### src/design/fwc_pkg.sv
// Purpose: Shared constants and types for the flash write control and status block.
// Assumes: APB with 32-bit data; printed offsets are register indices, byte address = 4 * index.
// Notes:   Every 16-bit register sits in the low half of its word; upper bits read as zero.
package fwc_pkg;

  // ---------------------------------------------------------------------------
  // Register map
  // ---------------------------------------------------------------------------
  localparam int          ADDR_W       = 24;
  localparam logic [23:0] IDX_CTRL_LOW = 24'h0e0000;
  localparam logic [23:0] IDX_CTRL_HI  = 24'h0e0002;
  localparam logic [23:0] IDX_SECTOR   = 24'h0e0004;
  localparam logic [23:0] IDX_PAYLOAD0 = 24'h0e0008;
  localparam logic [23:0] IDX_PAYLOAD1 = 24'h0e000c;
  localparam logic [23:0] IDX_TARGET   = 24'h0e0010;
  localparam logic [23:0] IDX_FAULT    = 24'h0e0014;
  localparam logic [23:0] ADDR_CTRL_LOW = {IDX_CTRL_LOW[21:0], 2'b00};
  localparam logic [23:0] ADDR_CTRL_HI  = {IDX_CTRL_HI[21:0], 2'b00};
  localparam logic [23:0] ADDR_SECTOR   = {IDX_SECTOR[21:0], 2'b00};
  localparam logic [23:0] ADDR_PAYLOAD0 = {IDX_PAYLOAD0[21:0], 2'b00};
  localparam logic [23:0] ADDR_PAYLOAD1 = {IDX_PAYLOAD1[21:0], 2'b00};
  localparam logic [23:0] ADDR_TARGET   = {IDX_TARGET[21:0], 2'b00};
  localparam logic [23:0] ADDR_FAULT    = {IDX_FAULT[21:0], 2'b00};

  // ---------------------------------------------------------------------------
  // Field positions and reset values
  // ---------------------------------------------------------------------------
  localparam int B_BANK1  = 6;
  localparam int B_BANK0  = 5;
  localparam int B_LOCK   = 4;
  localparam int B_LAUNCH = 15;
  localparam int B_PAUSE  = 14;
  localparam int B_WORD   = 13;
  localparam int B_DWORD  = 12;
  localparam int B_WIPE   = 11;
  localparam int B_PROT   = 8;
  localparam int B_ARM    = 7;
  localparam int B_ERR    = 0;
  localparam int B_SEQ    = 1;
  localparam int SECT_W   = 12;
  localparam logic [15:0] RST_CTRL     = 16'h0000;
  localparam logic [31:0] RST_WORD     = 32'h0000_0000;
  localparam logic [31:0] BAD_DATA     = 32'h0000_0000;
  localparam logic [23:0] PROT_LO      = 24'h0edfb0;
  localparam logic [23:0] PROT_HI      = 24'h0edfbf;

  // ---------------------------------------------------------------------------
  // Timing counts (operation lengths are not given, plain defaults)
  // ---------------------------------------------------------------------------
  localparam int PROG_CYCLES  = 16;
  localparam int PRE_CYCLES   = 16;
  localparam int ERASE_CYCLES = 32;
  localparam int CNT_W        = 12;

  typedef enum logic [2:0] {ST_IDLE, ST_RUN, ST_PSUSP, ST_ESUSP, ST_NEST} fwc_state_t;

endpackage : fwc_pkg

### src/design/fwc_ctrl.sv
// Purpose: Write path control and status of the flash program/erase engine, APB slave.
// Assumes: Bank access strobes come from logic on I_CLK; I_BOOT_MODE is an asynchronous pin.
// Notes:   Register reads that trap answer with PSLVERR and a pulse on O_TRAP, data reads as zero.
//
// The APB register port is this design's own decision.
`timescale 1ns/10ps
// How it works
// - Launch sets both bank active flags.
// - Protection programming also sets bank flags.
// - Busy bank: reads trap, writes ignored.
// - Flags clear at end/pause, return on resume.
// - Lockout traps register reads, blocks writes except pause requests outside protection runs.
// - Launch sets the lockout flag.
// - Lockout flag always readable; software polls it.
// - Fault register updates only once idle.
// - Test sector unwritable, visible only bootstrapping.
// - Mode arm cleared when operation ends.
// - Protection select cleared at completion.
// - Protection address outside window flags fault.
// - Sector wipe select cleared at completion.
// - Erase preprograms sectors automatically first.
// - Two word select cleared at completion.
// - Single word select cleared at completion.
// - Launch cleared at end/pause; zero ignored.
// - Launch refused on fault or pause.
// - Pause halts; erase pause allows programming.
module fwc_ctrl
  import fwc_pkg::*;
#(
  parameter int PROG_N  = PROG_CYCLES,
  parameter int PRE_N   = PRE_CYCLES,
  parameter int ERASE_N = ERASE_CYCLES
) (
  input  wire logic                      I_CLK,
  input  wire logic                      I_RST,
  input  wire logic                      I_PSEL,
  input  wire logic                      I_PENABLE,
  input  wire logic                      I_PWRITE,
  input  wire logic [fwc_pkg::ADDR_W-1:0] I_PADDR,
  input  wire logic [31:0]               I_PWDATA,
  input  wire logic [3:0]                I_PSTRB,
  output logic                           O_PREADY,
  output logic [31:0]                    O_PRDATA,
  output logic                           O_PSLVERR,
  input  wire logic                      I_BOOT_MODE,
  input  wire logic                      I_BANK_RD,
  input  wire logic                      I_BANK_WR,
  input  wire logic                      I_BANK_ID,
  input  wire logic                      I_BANK_TEST,
  output logic                           O_BANK_GRANT,
  output logic                           O_TRAP,
  output logic                           O_TEST_VISIBLE,
  output logic                           O_PREPROG
);
  import fwc_pkg::*;

  // ---------------------------------------------------------------------------
  // Byte-lane merge
  // ---------------------------------------------------------------------------
  function automatic logic [31:0] merge(input logic [31:0] old, input logic [31:0] nw,
                                        input logic [3:0] strb);
    logic [31:0] res;
    res = old;
    for (int i = 0; i < 4; i++) begin
      if (strb[i]) begin
        res[8*i +: 8] = nw[8*i +: 8];
      end
    end
    return res;
  endfunction : merge

  // ---------------------------------------------------------------------------
  // State
  // ---------------------------------------------------------------------------
  fwc_state_t        state_r, state_nxt;
  logic              launch_r, pause_r, word_r, dword_r, wipe_r, prot_r, arm_r;
  logic              launch_nxt, pause_nxt, word_nxt, dword_nxt, wipe_nxt, prot_nxt, arm_nxt;
  logic [1:0]        bank_active_r;
  logic              lock_r, boot_r, seq_r, seq_nxt;
  logic [SECT_W-1:0] sector_r;
  logic [31:0]       payload0_r, payload1_r, target_r;
  logic              pready_r, pslverr_r, grant_r, trap_r, pre_r;
  logic [31:0]       prdata_r;
  logic [2:0]        boot_sync_r;
  logic              start1, start2, eng_done, eng2_done, eng_pre;

  // ---------------------------------------------------------------------------
  // APB decode
  // ---------------------------------------------------------------------------
  logic sel_low, sel_hi, sel_sect, sel_p0, sel_p1, sel_tgt, sel_flt, sel_none;
  always_comb begin
    {sel_low, sel_hi, sel_sect, sel_p0, sel_p1, sel_tgt, sel_flt, sel_none} = 8'h00;
    if (I_PADDR == ADDR_CTRL_LOW) begin
      sel_low = 1'b1;
    end else if (I_PADDR == ADDR_CTRL_HI) begin
      sel_hi = 1'b1;
    end else if (I_PADDR == ADDR_SECTOR) begin
      sel_sect = 1'b1;
    end else if (I_PADDR == ADDR_PAYLOAD0) begin
      sel_p0 = 1'b1;
    end else if (I_PADDR == ADDR_PAYLOAD1) begin
      sel_p1 = 1'b1;
    end else if (I_PADDR == ADDR_TARGET) begin
      sel_tgt = 1'b1;
    end else if (I_PADDR == ADDR_FAULT) begin
      sel_flt = 1'b1;
    end else begin
      sel_none = 1'b1;
    end
  end

  wire        acc       = I_PSEL & I_PENABLE & pready_r;
  wire        wr_acc    = acc & I_PWRITE;
  wire        rd_acc    = acc & ~I_PWRITE;
  // The lockout flag stays readable through the low half at all times.
  wire        locked_rd = lock_r & ~sel_low & ~sel_none;
  wire        wr_ok     = wr_acc & ~lock_r;
  wire [31:0] wd        = I_PWDATA;
  wire        hi_wr     = wr_ok & sel_hi & I_PSTRB[1];
  wire        lo_strb   = wr_ok & sel_hi & I_PSTRB[0];
  wire        fault_err = seq_r;
  wire        wr_prog   = wd[B_WORD] | wd[B_DWORD];
  wire        prot_bad  = (target_r[23:0] < PROT_LO) | (target_r[23:0] > PROT_HI);
  wire [15:0] low_view  = {9'h000, bank_active_r, lock_r, 4'h0};
  wire [15:0] hi_view   = {launch_r, pause_r, word_r, dword_r, wipe_r, 2'b00, prot_r,
                           arm_r, 7'h00};
  wire [31:0] flt_view  = {30'h0, seq_r, fault_err};
  // A launch is taken only when no fault stands and the pause bit is written low.
  wire        launch_rq = hi_wr & wd[B_LAUNCH] & ~fault_err & ~wd[B_PAUSE];
  // Pausing is still taken while locked, except in a protection run, otherwise a running job could never be halted.
  wire        pause_rq  = wr_acc & sel_hi & I_PSTRB[1] & wd[B_PAUSE] & ~prot_r;

  logic [31:0] rd_mux;
  always_comb begin
    rd_mux = BAD_DATA;
    if (locked_rd) begin
      rd_mux = BAD_DATA;
    end else if (sel_low) begin
      rd_mux = {16'h0000, low_view};
    end else if (sel_hi) begin
      rd_mux = {16'h0000, hi_view};
    end else if (sel_sect) begin
      rd_mux = {20'h00000, sector_r};
    end else if (sel_p0) begin
      rd_mux = payload0_r;
    end else if (sel_p1) begin
      rd_mux = payload1_r;
    end else if (sel_tgt) begin
      rd_mux = target_r;
    end else if (sel_flt) begin
      rd_mux = flt_view;
    end
  end

  // ---------------------------------------------------------------------------
  // Operation sequencing
  // ---------------------------------------------------------------------------
  always_comb begin
    state_nxt  = state_r;
    launch_nxt = launch_r;
    pause_nxt  = hi_wr ? wd[B_PAUSE] : pause_r;
    word_nxt   = hi_wr ? wd[B_WORD] : word_r;
    dword_nxt  = hi_wr ? wd[B_DWORD] : dword_r;
    wipe_nxt   = hi_wr ? wd[B_WIPE] : wipe_r;
    prot_nxt   = lo_strb ? wd[B_PROT] : prot_r;
    arm_nxt    = lo_strb ? wd[B_ARM] : arm_r;
    seq_nxt    = (wr_ok & sel_flt & I_PSTRB[0]) ? wd[B_SEQ] : seq_r;
    start1     = 1'b0;
    start2     = 1'b0;
    case (state_r)
      ST_IDLE: begin
        if (launch_rq) begin
          state_nxt  = ST_RUN;
          launch_nxt = 1'b1; // Writing zero to the launch bit does nothing.
          start1     = 1'b1;
        end
      end
      ST_RUN: begin
        if (eng_done) begin
          state_nxt  = ST_IDLE;
          launch_nxt = 1'b0;
          pause_nxt  = 1'b0;
          word_nxt   = 1'b0;
          dword_nxt  = 1'b0;
          wipe_nxt   = 1'b0;
          prot_nxt   = 1'b0;
          arm_nxt    = 1'b0;
          seq_nxt    = seq_r | (prot_r & prot_bad);
        end else if (pause_rq) begin
          state_nxt  = wipe_r ? ST_ESUSP : ST_PSUSP;
          launch_nxt = 1'b0;
          pause_nxt  = 1'b1;
        end
      end
      ST_PSUSP: begin
        // Only the suspended program may be resumed here.
        if (launch_rq & ((wd[B_WORD] & word_r) | (wd[B_DWORD] & dword_r))) begin
          state_nxt  = ST_RUN;
          launch_nxt = 1'b1;
        end
      end
      ST_ESUSP: begin
        if (launch_rq & wd[B_WIPE]) begin
          state_nxt  = ST_RUN;
          launch_nxt = 1'b1;
        end else if (launch_rq & wr_prog) begin
          state_nxt  = ST_NEST;
          launch_nxt = 1'b1;
          start2     = 1'b1;
        end
      end
      ST_NEST: begin
        // A program inside an erase pause cannot itself be paused.
        if (eng2_done) begin
          state_nxt  = ST_ESUSP;
          launch_nxt = 1'b0;
          word_nxt   = 1'b0;
          dword_nxt  = 1'b0;
          wipe_nxt   = 1'b1;
        end
      end
      default: begin
        state_nxt = ST_IDLE;
      end
    endcase
  end

  wire run_nxt = (state_nxt == ST_RUN) | (state_nxt == ST_NEST);

  fwc_op_timer #(
    .PROG_N  (PROG_N),
    .PRE_N   (PRE_N),
    .ERASE_N (ERASE_N)
  ) u_main_op (
    .i_clk     (I_CLK),
    .i_rst     (I_RST),
    .i_start   (start1),
    .i_erase   (wipe_nxt),
    .i_hold    (state_r != ST_RUN),
    .o_done    (eng_done),
    .o_preprog (eng_pre)
  );

  fwc_op_timer #(
    .PROG_N  (PROG_N),
    .PRE_N   (PRE_N),
    .ERASE_N (ERASE_N)
  ) u_nest_op (
    .i_clk     (I_CLK),
    .i_rst     (I_RST),
    .i_start   (start2),
    .i_erase   (1'b0),
    .i_hold    (state_r != ST_NEST),
    .o_done    (eng2_done),
    .o_preprog ()
  );

  // ---------------------------------------------------------------------------
  // Bank access screening
  // ---------------------------------------------------------------------------
  wire bank_busy  = bank_active_r[I_BANK_ID];
  // The test sector never takes a user write and is readable only in bootstrap.
  wire test_ok    = I_BANK_TEST ? (I_BANK_RD & boot_r) : 1'b1;
  wire grant_nxt  = (I_BANK_RD | I_BANK_WR) & ~bank_busy & test_ok;
  wire trap_nxt   = (I_BANK_RD & bank_busy) | (rd_acc & locked_rd);

  // ---------------------------------------------------------------------------
  // Registers
  // ---------------------------------------------------------------------------
  always_ff @(posedge I_CLK or posedge I_RST) begin
    if (I_RST) begin
      state_r       <= ST_IDLE;
      {launch_r, pause_r, word_r, dword_r, wipe_r, prot_r, arm_r} <= 7'h00;
      bank_active_r <= 2'b00;
      lock_r        <= 1'b0;
      seq_r         <= 1'b0;
    end else begin
      state_r       <= state_nxt;
      {launch_r, pause_r, word_r, dword_r} <= {launch_nxt, pause_nxt, word_nxt, dword_nxt};
      {wipe_r, prot_r, arm_r} <= {wipe_nxt, prot_nxt, arm_nxt};
      bank_active_r <= {2{run_nxt}};
      lock_r        <= run_nxt;
      seq_r         <= seq_nxt;
    end
  end

  always_ff @(posedge I_CLK or posedge I_RST) begin
    if (I_RST) begin
      sector_r   <= '0;
      payload0_r <= RST_WORD;
      payload1_r <= RST_WORD;
      target_r   <= RST_WORD;
    end else begin
      sector_r   <= (wr_ok & sel_sect) ? SECT_W'(merge(32'(sector_r), wd, I_PSTRB))
                                        : sector_r;
      payload0_r <= (wr_ok & sel_p0) ? merge(payload0_r, wd, I_PSTRB) : payload0_r;
      payload1_r <= (wr_ok & sel_p1) ? merge(payload1_r, wd, I_PSTRB) : payload1_r;
      target_r   <= (wr_ok & sel_tgt) ? merge(target_r, wd, I_PSTRB) : target_r;
    end
  end

  always_ff @(posedge I_CLK or posedge I_RST) begin
    if (I_RST) begin
      pready_r  <= 1'b0;
      pslverr_r <= 1'b0;
      prdata_r  <= BAD_DATA;
      grant_r   <= 1'b0;
      trap_r    <= 1'b0;
      pre_r     <= 1'b0;
    end else begin
      pready_r  <= I_PSEL & I_PENABLE & ~pready_r;
      pslverr_r <= I_PSEL & I_PENABLE & ~pready_r & (sel_none | (~I_PWRITE & locked_rd));
      prdata_r  <= (I_PSEL & ~I_PWRITE) ? rd_mux : BAD_DATA;
      grant_r   <= grant_nxt;
      trap_r    <= trap_nxt;
      pre_r     <= eng_pre & (state_r == ST_RUN);
    end
  end

  // Third and second stages must agree before the bootstrap level is believed.
  always_ff @(posedge I_CLK or posedge I_RST) begin
    if (I_RST) begin
      boot_sync_r <= 3'b000;
      boot_r      <= 1'b0;
    end else begin
      boot_sync_r <= {boot_sync_r[1:0], I_BOOT_MODE};
      boot_r      <= (boot_sync_r[2] == boot_sync_r[1]) ? boot_sync_r[1] : boot_r;
    end
  end

  assign O_PREADY       = pready_r;
  assign O_PRDATA       = prdata_r;
  assign O_PSLVERR      = pslverr_r;
  assign O_BANK_GRANT   = grant_r;
  assign O_TRAP         = trap_r;
  assign O_TEST_VISIBLE = boot_r;
  assign O_PREPROG      = pre_r;
endmodule : fwc_ctrl

### src/design/fwc_op_timer.sv
// Purpose: Stand-in for the program and erase engine timing, with erase preprogram phase.
// Assumes: Start restarts from zero; hold freezes the count for suspend.
// Notes:   Done is a one-cycle pulse; preprog is high during the preprogram phase.
`timescale 1ns/10ps
module fwc_op_timer
  import fwc_pkg::*;
#(
  parameter int PROG_N  = PROG_CYCLES,
  parameter int PRE_N   = PRE_CYCLES,
  parameter int ERASE_N = ERASE_CYCLES
) (
  input  wire logic i_clk,
  input  wire logic i_rst,
  input  wire logic i_start,
  input  wire logic i_erase,
  input  wire logic i_hold,
  output logic      o_done,
  output logic      o_preprog
);
  import fwc_pkg::*;

  logic [CNT_W-1:0] cnt_r;
  logic             run_r;
  logic             pre_r;
  logic             done_r;
  wire  [CNT_W-1:0] last = pre_r ? CNT_W'(PRE_N - 1) :
                           (i_erase ? CNT_W'(ERASE_N - 1) : CNT_W'(PROG_N - 1));
  wire              step = run_r & ~i_hold;
  wire              fin  = step & (cnt_r == last);

  always_ff @(posedge i_clk or posedge i_rst) begin
    if (i_rst) begin
      cnt_r  <= '0;
      run_r  <= 1'b0;
      pre_r  <= 1'b0;
      done_r <= 1'b0;
    end else if (i_start) begin
      cnt_r  <= '0;
      run_r  <= 1'b1;
      pre_r  <= i_erase; // Selected sectors are first driven to 0x00.
      done_r <= 1'b0;
    end else begin
      cnt_r  <= fin ? '0 : (step ? cnt_r + 1'b1 : cnt_r);
      pre_r  <= fin ? 1'b0 : pre_r;
      run_r  <= fin & ~pre_r ? 1'b0 : run_r;
      done_r <= fin & ~pre_r;
    end
  end

  assign o_done    = done_r;
  assign o_preprog = pre_r;

endmodule : fwc_op_timer

### config.mk
export PLATFORM = sky130hd
export DESIGN_NAME = fwc_ctrl
export DESIGN_NICKNAME = d
export VERILOG_FILES = /design/src/design/fwc_pkg.sv /design/src/design/fwc_ctrl.sv /design/src/design/fwc_op_timer.sv
export SDC_FILE = /design/constraint.sdc
export NUM_CORES = 1
export LEC_CHECK = 0
export BUFFER_PORTS_ARGS = -buffer_cell sky130_fd_sc_hd__clkbuf_2
export CORE_MARGIN = 1.5
export CORE_UTILIZATION = 62
export DETAILED_ROUTE_END_ITERATION = 6
export GPL_ROUTABILITY_DRIVEN = 0
export PLACE_DENSITY = 0.84
export SLEW_MARGIN = 20
export SYNTH_ARGS = -nofsm -noshare
export SYNTH_HDL_FRONTEND = slang
export SYNTH_SLANG_ARGS = --single-unit
### constraint.sdc
create_clock -name I_CLK -period 9.5 [get_ports I_CLK]
set_input_delay 1.425 -clock I_CLK [delete_from_list [all_inputs] [get_ports I_CLK]]
set_output_delay 1.425 -clock I_CLK [all_outputs]
set_load 0.03 [all_outputs]
==> results.yml <==
power:
  vdd.ir_drop.worst_mv: 0.1290
  p_total_mw: 1.575
  pwr-share-comb_pct: 4.1
  p_int_mw: 1.225
  switchingPower_mw: 0.3498
  sw_frac_of_total_pct: 22.22
  power.share.clock_pct: 44.3
  power.sequential.fraction_pct: 51.6
  total_leakage_power_nw: 4.768
  power_density_nw_per_um2: 159.3
worst_setup_path:
  rrSetupSlack_ps: 6840
  cp-end-kind: "register"
  crit_path_category: "in -> reg"
  critical_path.cell_chain: "clkbuf_2 > nor4_2 > and4_1 > nand2_1 > nor3_1 > nand3_1 > mux2_2"
  startpoint_type: "input port"
  critical-path-slowest-cell: "sky130_fd_sc_hd__nor3_1"
  timing.critical_path.buf_inv: 1
  worst-endpoint-arrival_ps: 4280
  worstPathMaxFanout: 8
  cp_top_family: "simple AND/OR/NAND/NOR gates"
  critPathRequiredTime_ps: 9810
  critical_path.max_stage_delay_ps: 730
detailed_routing:
  drt.antenna.violating_nets: 0
  drc: 0
  routedWlPerCell_um: 20.59
  wl_um: 20780
  routed-via-count: 6484
  drt-initial-drc-count: 870
  total_iterations_of_the_first_detailed_routing_run: 7
  vias_per_std_cell: 6.426
die:
  dieWidth_um: 121.1
  fp.dieH_um: 121.1
  dieArea_um2: 14660
  io_pins: 108
  starting_density_of_the_core_pct: 64.50
  number_of_rows_created_at_floorplan: 42
  floorplan.core_area_um2: 13400
yosys:
  netlist-cell-type-count: 74
  yosysSeqAreaShare_pct: 55.01
  post_synth_main_area_contributors: "sky130_fd_sc_hd__dfrtp_1 55%, sky130_fd_sc_hd__mux2_2 14%, sky130_fd_sc_hd__nor2_1 3.1%"
  synth_top_cell_by_area: "sky130_fd_sc_hd__dfrtp_1"
  postSynth.asyncResetShare_pct: 100.0
  postSynthAreaPerCell_um2: 11.97
  synthesis_warning_total: 0
  synth_nets: 794
  synth_edf_count: 0
  netlist_instances: 722
  seq_cells_post_synth: 190
  syn-cell-area_um2: 8643
  synth_ff_type: "sky130_fd_sc_hd__dfrtp_1"
  synth_largest_type_area_fraction_pct: 55.01
cts:
  postCtsSetupRepairBufs: 0
  register_clock_pin_slew_on_the_reported_worst_setup_and_hold_paths_ps: 60
  clkLatencyLatePin_ps: 430
  hold_buffer_count_at_cts: 0
  clock-root-buffer: "sky130_fd_sc_hd__clkbuf_16"
  tritoncts_clock_tree: "yes"
  cts_resized: 0
  cts_buffers: 17
  clk_path_buf_depth: 2
  clock_sinks: 190
  h-tree-depth: 4
finish:
  layout.core_utilization_pct: 73.78
  layout_common_cells: "190 x sky130_fd_sc_hd__dfrtp_1, 107 x sky130_fd_sc_hd__mux2_2, 106 x sky130_fd_sc_hd__clkbuf_2"
  fin_cells: 1009
  post_layout_instance_area_um2: 9887
  antenna_cells_inserted: 0
  layout.cells.most_common: "sky130_fd_sc_hd__dfrtp_1"
  final_layout_size_suffix_gt1_share_pct: 32.77
  synthToLayoutAreaGrowth_pct: 14.39
  nets: 893
grt:
  vias_in_the_first_global_route: 6506
  grt_first_pass_wirelength_um: 33280
  antenna_violations_before_repair: 0
  grt_start_max_net_pins: 117
  gr-usage-all-layers_pct: 29.55
  grt_remaining_overflow: 0
sta:
  max_freq_ghz: 0.2518
  finalWorstSetupSlack_ps: 5528
  drv_slew: 0
  grt_setup_unrepaired: "no"
  final-hold-violation-count: 0
  worst-slew-pin-transition_ps: 905.7
  clock-skew-final_ps: 9.500
  hold_ws_ps: 385.8
  setup_tns_ps: 0
  max_slew_margin_pct: 38.80
  layout_min_cycle_time_ps: 3972
  finalSetupViolCount: 0
  timing.final.crit_share_pct: 41.81
hold_path:
  hold_path.class: "reg -> reg"
place:
  placed_cell_area_um2: 9309
  place_worst_setup_slack_ps: 5206
  io_buffers: 106
  dp_hpwl_um: 14100
  dp_cells: 978
status:
  outcome: "finished clean"
flow_run:
  drv_cap: 0
==> worst register-to-register path, stage by stage (launching register included) <==
cell	delay, ps
sky130_fd_sc_hd__dfrtp_1	480
sky130_fd_sc_hd__nand2b_1	230
sky130_fd_sc_hd__nor2_1	440
sky130_fd_sc_hd__nand2_1	280
sky130_fd_sc_hd__nor2_1	700
sky130_fd_sc_hd__mux2_2	410
==> final timing paths <==
check,start,endpoint,cells past startpoint
max in group asynchronous,I_RST,O_PRDATA[19],3
max reg2reg,lock_r,payload1_r[1],5
max,I_PADDR[7],target_r[5],7
min in group asynchronous,I_RST,u_main_op.cnt_r[3],2
min,boot_sync_r[0],boot_sync_r[1],0
min reg2reg,boot_sync_r[0],boot_sync_r[1],0
==> logic make-up (layout without fill, tap and decap cells) <==
group	Yosys count	in the layout	share of synthesized area (%)
flops	190	190	55.01
compound gates	104	104	9.467
simple gates	242	242	15.62
fa+ha+maj	4	4	0.5211
xor+xnor	23	23	2.331
buf+inv	43	154	2.070
mux	116	116	14.98
==> state kept, by name, indices dropped and copies added (netlist names), 3 cells and up <==
| signal | flops |
|---|---|
| O_PRDATA | 32 |
| boot_sync_r | 3 |
| payload0_r | 32 |
| payload1_r | 32 |
| sector_r | 12 |
| state_r | 3 |
| target_r | 32 |
| u_main_op.cnt_r | 12 |
| u_nest_op.cnt_r | 12 |
==> cell usage after synthesis (5+ instances only) <==
cell                       instances
sky130_fd_sc_hd__dfrtp_1         190
sky130_fd_sc_hd__mux2_2          107
sky130_fd_sc_hd__nor2_1           71
sky130_fd_sc_hd__nand2_1          48
sky130_fd_sc_hd__a222oi_1         26
sky130_fd_sc_hd__a21oi_1          25
sky130_fd_sc_hd__clkbuf_1         22
sky130_fd_sc_hd__nand3_1          19
sky130_fd_sc_hd__inv_1            12
sky130_fd_sc_hd__xnor2_1          12
sky130_fd_sc_hd__xor2_1           11
sky130_fd_sc_hd__and2_1           10
sky130_fd_sc_hd__nand4_1          10
sky130_fd_sc_hd__nor2b_1          10
sky130_fd_sc_hd__mux2i_1           9
sky130_fd_sc_hd__nor3_1            9
sky130_fd_sc_hd__o21ai_0           8
sky130_fd_sc_hd__and4_1            7
sky130_fd_sc_hd__nand2b_1          7
sky130_fd_sc_hd__nor4_1            6
sky130_fd_sc_hd__buf_2             5
==> layout make-up <==
class,instances,area (µm²)
flip-flops and latches,190,4755
multi-input cells,489,3716
fillers,862,3513
repair buffers,111,568.0
clock buffers,19,442.9
well taps,176,220.2
clock inverters,12,132.6
inverters,12,52.55
==> power groups by stage <==
| stage | Sequential, mW | Combinational [mW] | Clock (mW) |
|---|---|---|---|
| finish | 0.812 | 0.0650 | 0.698 |
| global route | 0.811 | 0.0718 | 0.738 |
| CTS | 0.812 | 0.0651 | 0.704 |
| detailed placement | 0.827 | 0.0638 | 0 |
| global placement | 0.827 | 0.0610 | 0 |
| floorplan | 0.830 | 0.0286 | 0 |
==> metal layers <==
metal,track usage [%],wire [µm]
met5,0,0
met1,38.55,8244
met3,8.224,1865
met2,47.44,10190
met4,11.18,474
No activity file was read; power rests on OpenSTA's default activity.
